`config.mk`:
```
export PLATFORM = sky130hd
export DESIGN_NAME = hpv_top
export DESIGN_NICKNAME = d
export VERILOG_FILES = /design/src/hdl/hpv_pkg.sv /design/src/hdl/hpv_top.sv /design/src/hdl/hpv_sync.sv /design/src/hdl/hpv_regfile.sv
export VERILOG_INCLUDE_DIRS = /design/src /design/src/hdl
export SDC_FILE = /design/constraint.sdc
export NUM_CORES = 1
export LEC_CHECK = 0
export ABC_AREA = 1
export BUFFER_PORTS_ARGS = -buffer_cell sky130_fd_sc_hd__buf_2
export CORE_UTILIZATION = 35
export CTS_BUF_LIST = sky130_fd_sc_hd__clkbuf_8
export DETAILED_ROUTE_END_ITERATION = 8
export PLACE_DENSITY = 0.48
export SYNTH_ARGS = -nofsm -noshare
export SYNTH_HDL_FRONTEND = slang
export SYNTH_SLANG_ARGS = --single-unit
export TNS_END_PERCENT = 20
```
`constraint.sdc`:
```
create_clock -name mclk -period 1.9 [get_ports mclk]
set_input_delay 0.475 -clock mclk [delete_from_list [all_inputs] [get_ports mclk]]
set_output_delay 0.475 -clock mclk [all_outputs]
set_load 0.005 [all_outputs]
```
`src/hdl/hpv_regs.svh`:
```
// register addresses, field positions and reset values of the headphone gain bank
// assumes inclusion by bare name from the design modules
`ifndef HPV_REGS_SVH
`define HPV_REGS_SVH
`define HPV_DEV_ADDR 7'h60
`define HPV_ADDR_GAIN 8'h02
`define HPV_ADDR_TRI 8'h03
`define HPV_ADDR_REV 8'h04
`define HPV_ADDR_TEST_FIRST 8'h05
`define HPV_ADDR_TEST_LAST 8'h08
`define HPV_GAIN_RESET 8'hc0
`define HPV_TRI_RESET 2'h0
`define HPV_REV_MASK 8'h0f
`define HPV_TEST_VALUE 8'h00
`endif

```
`src/hdl/hpv_pkg.sv`:
```
// types shared by the headphone gain register bank
// assumes the register header sits beside it
`default_nettype none
package hpv_pkg;
	// =====================================
	// register fields
	typedef struct packed {
		logic mute_left;
		logic mute_right;
		logic [5:0] gain_code;
	} hpv_gain_t;
	typedef struct packed {
		logic left_output_tristate;
		logic right_output_tristate;
	} hpv_tri_t;
	// one register access from the serial front end
	typedef struct packed {
		logic wr;
		logic rd;
		logic [7:0] addr;
		logic [7:0] data;
	} hpv_acc_t;
	typedef enum logic [2:0] {
		HPV_IDLE = 3'h0,
		HPV_DEVADR = 3'h1,
		HPV_REGIDX = 3'h3,
		HPV_WDATA = 3'h2,
		HPV_RDATA = 3'h6,
		HPV_ACK = 3'h7,
		HPV_IGNORE = 3'h5
	} hpv_state_t;
endpackage
`default_nettype wire

```
`src/hdl/hpv_top.sv`:
```
// two-wire serial slave with the headphone gain, mute and tristate registers
// assumes scl and sda arrive asynchronously; sda is open drain, driven low only
// =====================================
// What this block does
// - register bit seven mutes left, resets set
// - register bit six mutes right, resets set
// - six-bit gain code, read-write, resets zero
// - tristate register upper six bits read zero
// - bit one tristates left output, resets zero
// - bit zero tristates right output, resets zero
// - revision nibble is constant, writes ignored
// - revision byte upper reserved bits read zero
// - test bytes five to eight read-only, unwritten
// - slave only, answers address 1100000 alone
// - sequential transfers auto-increment register index
`default_nettype none
`include "hpv_regs.svh"
module hpv_top
	import hpv_pkg::*;
(
	// clock and reset
	input wire logic mclk,
	input wire logic rst_n,
	// serial pins
	input wire logic scl_in,
	input wire logic sda_in,
	output logic sda_out,
	output logic sda_oe,
	// amplifier controls
	output hpv_gain_t gain,
	output hpv_tri_t tri_ctl
);
	// =====================================
	// pin synchronisers
	logic scl_s;
	logic sda_s;
	hpv_sync u_scl (.mclk(mclk), .rst_n(rst_n), .pin(scl_in), .level(scl_s));
	hpv_sync u_sda (.mclk(mclk), .rst_n(rst_n), .pin(sda_in), .level(sda_s));

	// =====================================
	// bus condition detection on synchronised levels
	logic scl_d;
	logic sda_d;
	always_ff @(posedge mclk or negedge rst_n)
	begin
		if (!rst_n)
		begin
			scl_d <= 1'b1;
			sda_d <= 1'b1;
		end
		else
		begin
			scl_d <= scl_s;
			sda_d <= sda_s;
		end
	end
	logic scl_rise;
	logic scl_fall;
	logic start_c;
	logic stop_c;
	assign scl_rise = scl_s && !scl_d;
	assign scl_fall = !scl_s && scl_d;
	assign start_c = scl_s && scl_d && sda_d && !sda_s; // also repeated start
	assign stop_c = scl_s && scl_d && !sda_d && sda_s;

	// =====================================
	// byte engine
	hpv_state_t state;
	hpv_state_t next_state;
	hpv_state_t after_ack;
	hpv_state_t next_after_ack;
	logic [7:0] shreg;
	logic [7:0] next_shreg;
	logic [2:0] bitcnt;
	logic [2:0] next_bitcnt;
	logic [7:0] idx;
	logic [7:0] next_idx;
	logic drive_low;
	logic next_drive_low;
	logic reading;
	logic next_reading;
	logic acked;
	logic next_acked;
	// read burst bookkeeping: waiting for the master ack, and ack seen
	// a flag pair rather than a shift-register pattern, so a data byte of all ones
	// can never be mistaken for the end of a byte
	logic mack_wait;
	logic next_mack_wait;
	logic mack_seen;
	logic next_mack_seen;
	hpv_acc_t acc;
	logic [7:0] rdata;

	// byte done on eighth counted edge: rising when receiving, falling when sending
	function automatic logic last_bit(input logic [2:0] c);
		return c == 3'h7;
	endfunction

	// shifting and acknowledge; ack and data bits change on scl falling edges
	always_comb
	begin
		next_state = state;
		next_after_ack = after_ack;
		next_shreg = shreg;
		next_bitcnt = bitcnt;
		next_idx = idx;
		next_drive_low = drive_low;
		next_reading = reading;
		next_acked = acked;
		next_mack_wait = mack_wait;
		next_mack_seen = mack_seen;
		acc = '{wr: 1'b0, rd: 1'b0, addr: idx, data: shreg};
		if (start_c)
		begin
			next_state = HPV_DEVADR;
			next_bitcnt = 3'h0;
			next_drive_low = 1'b0;
			next_mack_wait = 1'b0;
			next_mack_seen = 1'b0;
		end
		else if (stop_c)
		begin
			next_state = HPV_IDLE;
			next_drive_low = 1'b0;
			next_mack_wait = 1'b0;
			next_mack_seen = 1'b0;
		end
		else
		begin
			case (state)
				HPV_DEVADR, HPV_REGIDX, HPV_WDATA:
				begin
					if (scl_rise)
					begin
						next_shreg = {shreg[6:0], sda_s};
						next_bitcnt = bitcnt + 3'h1;
						if (last_bit(bitcnt))
						begin
							next_state = HPV_ACK;
							next_acked = 1'b1;
							if (state == HPV_DEVADR)
							begin
								if (shreg[6:0] != `HPV_DEV_ADDR)
								begin
									next_state = HPV_IGNORE;
									next_acked = 1'b0;
								end
								next_reading = sda_s;
								next_after_ack = sda_s ? HPV_RDATA : HPV_REGIDX;
							end
							else if (state == HPV_REGIDX)
							begin
								next_idx = {shreg[6:0], sda_s};
								next_after_ack = HPV_WDATA;
							end
							else
							begin
								// writes to read-only bytes drop in the regfile
								acc.wr = 1'b1;
								acc.data = {shreg[6:0], sda_s};
								next_idx = idx + 8'h01;
								next_after_ack = HPV_WDATA;
							end
						end
					end
				end
				HPV_ACK:
				begin
					// pull low through the ninth clock, then release, or for a read drive the first byte's msb
					if (scl_fall && !drive_low && acked)
						next_drive_low = 1'b1;
					else if (scl_fall && drive_low)
					begin
						next_drive_low = 1'b0;
						next_state = after_ack;
						next_bitcnt = 3'h0;
						if (after_ack == HPV_RDATA)
						begin
							next_shreg = rdata;
							next_drive_low = !rdata[7];
						end
					end
				end
				HPV_RDATA:
				begin
					if (scl_fall && mack_seen)
					begin
						// next byte: its msb goes out on the fall that ends the master ack,
						// the same place the first byte got its msb from the ack state
						next_mack_seen = 1'b0;
						next_bitcnt = 3'h0;
						next_shreg = rdata;
						next_drive_low = !rdata[7];
					end
					else if (scl_fall && !mack_wait)
					begin
						next_bitcnt = bitcnt + 3'h1;
						next_shreg = {shreg[6:0], 1'b1};
						next_drive_low = last_bit(bitcnt) ? 1'b0 : !shreg[6];
						if (last_bit(bitcnt))
						begin
							// line released so the master can answer
							next_idx = idx + 8'h01;
							next_mack_wait = 1'b1;
						end
					end
					else if (scl_rise && mack_wait)
					begin
						// master ack sampled: ack low continues, nack ends
						next_mack_wait = 1'b0;
						if (sda_s)
							next_state = HPV_IGNORE;
						else
						begin
							acc.rd = 1'b1;
							next_mack_seen = 1'b1;
						end
					end
				end
				default:
				begin
					next_drive_low = 1'b0;
				end
			endcase
		end
	end

	always_ff @(posedge mclk or negedge rst_n)
	begin
		if (!rst_n)
		begin
			state <= HPV_IDLE;
			after_ack <= HPV_IDLE;
			shreg <= 8'h00;
			bitcnt <= 3'h0;
			idx <= 8'h00;
			drive_low <= 1'b0;
			reading <= 1'b0;
			acked <= 1'b0;
			mack_wait <= 1'b0;
			mack_seen <= 1'b0;
		end
		else
		begin
			state <= next_state;
			after_ack <= next_after_ack;
			shreg <= next_shreg;
			bitcnt <= next_bitcnt;
			idx <= next_idx;
			drive_low <= next_drive_low;
			reading <= next_reading;
			acked <= next_acked;
			mack_wait <= next_mack_wait;
			mack_seen <= next_mack_seen;
		end
	end

	// open drain: only ever pull low, never drive high
	assign sda_out = 1'b0;
	assign sda_oe = drive_low;

	hpv_regfile u_regs (
		.mclk(mclk),
		.rst_n(rst_n),
		.acc(acc),
		.rdata(rdata),
		.gain(gain),
		.tri_ctl(tri_ctl)
	);

	// =====================================
	// checks
	a_reset_mute: assert property (@(posedge mclk)
		$rose(rst_n) |-> gain.mute_left && gain.mute_right)
		else $error("channels not muted after reset");
	a_no_drive_idle: assert property (@(posedge mclk) disable iff (!rst_n)
		state == HPV_IDLE |-> !sda_oe)
		else $error("sda driven while idle");
	a_wrong_addr: assert property (@(posedge mclk) disable iff (!rst_n)
		state == HPV_IGNORE |=> !sda_oe)
		else $error("ack for foreign address");
	a_idx_step: assert property (@(posedge mclk) disable iff (!rst_n)
		acc.wr |=> idx == $past(idx) + 8'h01)
		else $error("index did not advance");
	// the ninth clock must find the line pulled for our own address
	a_ack_held: assert property (@(posedge mclk) disable iff (!rst_n)
		state == HPV_ACK && scl_rise |-> sda_oe)
		else $error("ack not driven at ninth clock");
	a_read_dir: assert property (@(posedge mclk) disable iff (!rst_n)
		state == HPV_RDATA |-> reading)
		else $error("read data sent for a write");
	// the master owns the line for its ack bit after each read byte
	a_mack_free: assert property (@(posedge mclk) disable iff (!rst_n)
		$rose(mack_wait) |-> !sda_oe)
		else $error("line held during master ack");
	c_write: cover property (@(posedge mclk) acc.wr && acc.addr == `HPV_ADDR_GAIN);
	c_tri: cover property (@(posedge mclk) acc.wr && acc.addr == `HPV_ADDR_TRI);
	c_read: cover property (@(posedge mclk) state == HPV_RDATA);
	c_burst_read: cover property (@(posedge mclk) mack_seen && scl_fall);
	c_foreign: cover property (@(posedge mclk) state == HPV_IGNORE);
endmodule // hpv_top
`default_nettype wire

```
`src/hdl/hpv_sync.sv`:
```
// two flip-flop synchroniser for the serial pins
// assumes pins are asynchronous to mclk
`default_nettype none
module hpv_sync
	import hpv_pkg::*;
(
	// clock and reset
	input wire logic mclk,
	input wire logic rst_n,
	// pin and synchronised level
	input wire logic pin,
	output logic level
);
	logic meta;
	// first stage is read only by the second
	always_ff @(posedge mclk or negedge rst_n)
	begin
		if (!rst_n)
		begin
			meta <= 1'b1;
			level <= 1'b1;
		end
		else
		begin
			meta <= pin;
			level <= meta;
		end
	end
endmodule // hpv_sync

```
`src/hdl/hpv_regfile.sv`:
```
// storage of the gain, mute and tristate fields with read mux
// assumes one access per cycle from the serial slave
`default_nettype none
`include "hpv_regs.svh"
module hpv_regfile
	import hpv_pkg::*;
#(
	parameter logic [3:0] SILICON_REV = 4'h5 // arbitrary value
)
(
	// clock and reset
	input wire logic mclk,
	input wire logic rst_n,
	// access from the serial slave
	input wire hpv_acc_t acc,
	output logic [7:0] rdata,
	// control outputs
	output hpv_gain_t gain,
	output hpv_tri_t tri_ctl
);
	hpv_gain_t next_gain;
	hpv_tri_t next_tri;
	// writes only to the two writable registers; everything else is dropped
	always_comb
	begin
		next_gain = gain;
		next_tri = tri_ctl;
		if (acc.wr && acc.addr == `HPV_ADDR_GAIN)
			next_gain = acc.data;
		else if (acc.wr && acc.addr == `HPV_ADDR_TRI)
			next_tri = acc.data[1:0];
	end
	always_ff @(posedge mclk or negedge rst_n)
	begin
		if (!rst_n)
		begin
			gain <= `HPV_GAIN_RESET;
			tri_ctl <= `HPV_TRI_RESET;
		end
		else
		begin
			gain <= next_gain;
			tri_ctl <= next_tri;
		end
	end
	// read mux; revision and test bytes are constants so writes cannot touch them
	always_comb
	begin
		if (acc.addr == `HPV_ADDR_GAIN)
			rdata = gain;
		else if (acc.addr == `HPV_ADDR_TRI)
			rdata = {6'h00, tri_ctl};
		else if (acc.addr == `HPV_ADDR_REV)
			rdata = {4'h0, SILICON_REV} & `HPV_REV_MASK;
		else if (acc.addr >= `HPV_ADDR_TEST_FIRST && acc.addr <= `HPV_ADDR_TEST_LAST)
			rdata = `HPV_TEST_VALUE;
		else
			rdata = 8'h00;
	end
	a_rev_const: assert property (@(posedge mclk) disable iff (!rst_n)
		acc.addr == `HPV_ADDR_REV |-> rdata == {4'h0, SILICON_REV})
		else $error("revision byte wrong");
	a_tri_upper: assert property (@(posedge mclk) disable iff (!rst_n)
		acc.addr == `HPV_ADDR_TRI |-> rdata[7:2] == 6'h00)
		else $error("tristate upper bits nonzero");
	a_gain_write: assert property (@(posedge mclk) disable iff (!rst_n)
		acc.wr && acc.addr == `HPV_ADDR_GAIN |=> gain == $past(acc.data))
		else $error("gain write lost");
	a_gain_hold: assert property (@(posedge mclk) disable iff (!rst_n)
		!(acc.wr && acc.addr == `HPV_ADDR_GAIN) |=> $stable(gain))
		else $error("gain changed without write");
	a_tri_write: assert property (@(posedge mclk) disable iff (!rst_n)
		acc.wr && acc.addr == `HPV_ADDR_TRI |=> tri_ctl == $past(acc.data[1:0]))
		else $error("tristate write lost");
	a_tri_hold: assert property (@(posedge mclk) disable iff (!rst_n)
		!(acc.wr && acc.addr == `HPV_ADDR_TRI) |=> $stable(tri_ctl))
		else $error("tristate changed without write");
	a_test_zero: assert property (@(posedge mclk) disable iff (!rst_n)
		acc.addr == `HPV_ADDR_TEST_LAST |-> rdata == `HPV_TEST_VALUE)
		else $error("test byte nonzero");
endmodule // hpv_regfile
`default_nettype wire

```
==> flow_summary.toml <==
[clock_tree]
h-tree-depth = 2
cts_hold_buffers = 0
clk_pin_slew_ps = 90
clockBufferDepth = 2
cts_setup_buffers = 0
cts_sinks = 44
root_buffer = "clkbuf_8"
cts_buffers = 5
clkLatencyLatePin_ps = 310
cts_tree = "built"

[synth]
synthAdderAreaFrac_pct = 2.42
yosys.area_share.simple_pct = 33.2
ys.flop_type = "dfrtp_1"
post_synth.cell_area_avg_um2 = 7.76
netlist_area_um2 = 2580
yosysSeqAreaShare_pct = 43.0
syn_nets = 342
synth_edf_count = 0
synth_top_family_by_area = "simple AND/OR/NAND/NOR gates"
yosys.area_share.xor_xnor_pct = 1.02
synth.distinct_cells = 29
yosys_warnings = 0
async_reset_ff_share_pct = 100
ys_ff_latch = 44
muxShareOfSynthArea_pct = 0
synthCells = 333
synth-compound-area-share_pct = 11.1

[routing]
vias_per_cell = 4.73
wl_per_cell_um = 12.7
ant_nets = 0
drc = 0
first_iter_violations = 123
wl_mm = 5.87
vias = 2183
drtPass1Iterations = 4

[worst_setup_path]
worstPathRequired_ps = 2100
r2r-start = "u_scl.level"
critPathLaunchType = "flip-flop"
path_class = "reg2reg"
endpoint_kind = "flip-flop"
crit_start = "u_scl.level"
arrival_ps = 1930
cp_max_fo = 9

[power]
p_per_area_nw_per_um2 = 1120
max-vdd-ir-drop_v = 0.000481
p_leak_nw = 1.47
total_power_mw = 3.30

[final_layout]
antenna_cells = 0
final_cell_count_no_fill = 462
syn2layout_area_growth_pct = 14.5
fin_util_pct = 42.6
nets = 374
drive_above_1_share_pct = 26.5

[sta]
setup_violations = 0
min_period_over_period_pct = 90.9
slew_viol_final = 0
finalCriticalPeriod_ps = 1730
hold_viol_final = 0
rsz0062_at_grt = "no"
max_freq_ghz = 0.579
fin_skew_ps = 7.15
finalSetupTns_ps = 0

[grt]
grt-ovfl-total = 0
antenna_found_initial = 0
grt_max_degree = 29
track_usage_pct = 17.5
grt_first_pass_wirelength_mm = 10.2
grt_pass1_vias = 2015

[floorplan]
coreArea_um2 = 6940
io_pins = 16
die_area_um2 = 7730
start_util_pct = 37.2
die_h_um = 87.9
die_w_um = 87.9
num_rows = 30

[place]
dp_hpwl_mm = 4.58
gp_congestion = 0.896
dp.cells = 454
port_buffers = 14

[outcome]
outcome = "complete, no violations"

[job]
cap_violations = 0

[worst_hold_path]
worstHoldPathType = "in2async"
-- layer usage --
layer  part of all wire [%]  GRT usage [%]  routed length, µm  vias up
met3                    4.6           3.20                267        7
li1                       -              -                  -     1119
met5                      0              0                  0        -
met1                     52           26.0               3060     1003
met2                     42           25.2               2460       54
met4                    1.4           6.26                 84        0
-- sequential cells by signal, indices dropped and copies added (netlist names), 2 cells and up --
signal	cells
after_ack	3
bitcnt	3
idx	8
u_regs.tri_ctl	2
state	3
u_regs.gain	8
shreg	7
-- report_power, final --
group | switching [mW] | total, mW | internal (mW) | leakage [nW]
Sequential | 0.132 | 1.24 | 1.11 | 0.569
Combinational | 0.937 | 1.45 | 0.515 | 0.859
Clock | 0.348 | 0.604 | 0.257 | 0.0455
-- synth_stat cells, types with 2 or more instances --
library cell	count	share of area, %
nand2_1	99	14
inv_1	37	5.4
dfrtp_1	36	35
nand3_1	30	5.8
o21ai_0	21	4.1
nor2_1	17	2.5
nand2_2	16	3.9
o21ai_2	12	4.1
inv_2	10	1.5
dfstp_2	8	8.1
ha_1	5	2.4
nand4_1	5	1.2
nor2_4	5	2.2
buf_6	4	1.7
o21ai_1	4	0.78
o31ai_1	4	1.2
nor2_2	3	0.73
xor2_1	3	1.0
a21oi_1	2	0.39
nand3_2	2	0.78
nor3_1	2	0.39
-- final cells by class --
class | instances | area, µm²
fill | 709 | 3990
multi-input combinational | 236 | 1250
sequential | 44 | 1110
timing repair buffer | 31 | 210
inverter | 47 | 176
tap | 96 | 120
clock buffer | 5 | 68.8
clock inverter | 3 | 20.0
-- what timing repair did --
action,in CTS,in global routing
gates resized for setup,0,2
setup endpoints to repair,0,8
hold endpoints to repair,0,0
-- path summary, 6_finish.rpt --
check                               to  cells after the start  slack [ps]
hold reg to reg            u_sda.level                      0         360
setup / recovery                idx[6]                     10         170
hold / removal                  idx[1]                      1          90
min in group mclk           u_sda.meta                      1         260
setup reg to reg                idx[6]                     10         170
max in group asynchronous        sda_d                      2        1240
-- cells by family after synthesis --
family / Yosys count
AOI/OAI and AO/OA: 45
xor gates and xnor gates: 3
adders and majority gates: 5
buffers and inverters: 53
DFF: 44
other: 1
and+or+nand+nor: 182
-- critical path, stage by stage (launching register included) --
cell and delay [ps]:
dfstp_2 590, inv_2 50, nor2_2 110, inv_2 70, nand2_1 150, nand2_1 70
nor2_1 110, nand2_2 160, buf_4 210, nand2_2 50, nand2_1 50
-- per-stage QoR --
step / hold WS, ps / area (µm²) / setup WS, ps
2_1_floorplan: 179 / 2580 / 351
6_report: 93.3 / 2960 / 173
4_1_cts: 107 / 2940 / 53.6
5_1_grt: 120 / 2960 / 9.74
3_5_place_dp: 347 / 2860 / 81.5
3_3_place_gp: 346 / 2860 / 150
-- placed cells by master (no fill, tap or decap), drive strengths merged, types with 4 or more instances in the layout --
| master | n |
|---|---|
| nand3 | 32 |
| o21ai | 37 |
| dfrtp | 36 |
| ha | 5 |
| buf | 31 |
| o31ai | 4 |
| dfstp | 8 |
| nor2 | 25 |
| clkbuf | 5 |
| nand2 | 115 |
| nand4 | 6 |
| inv | 48 |
Power figures use the tool's default switching activity.
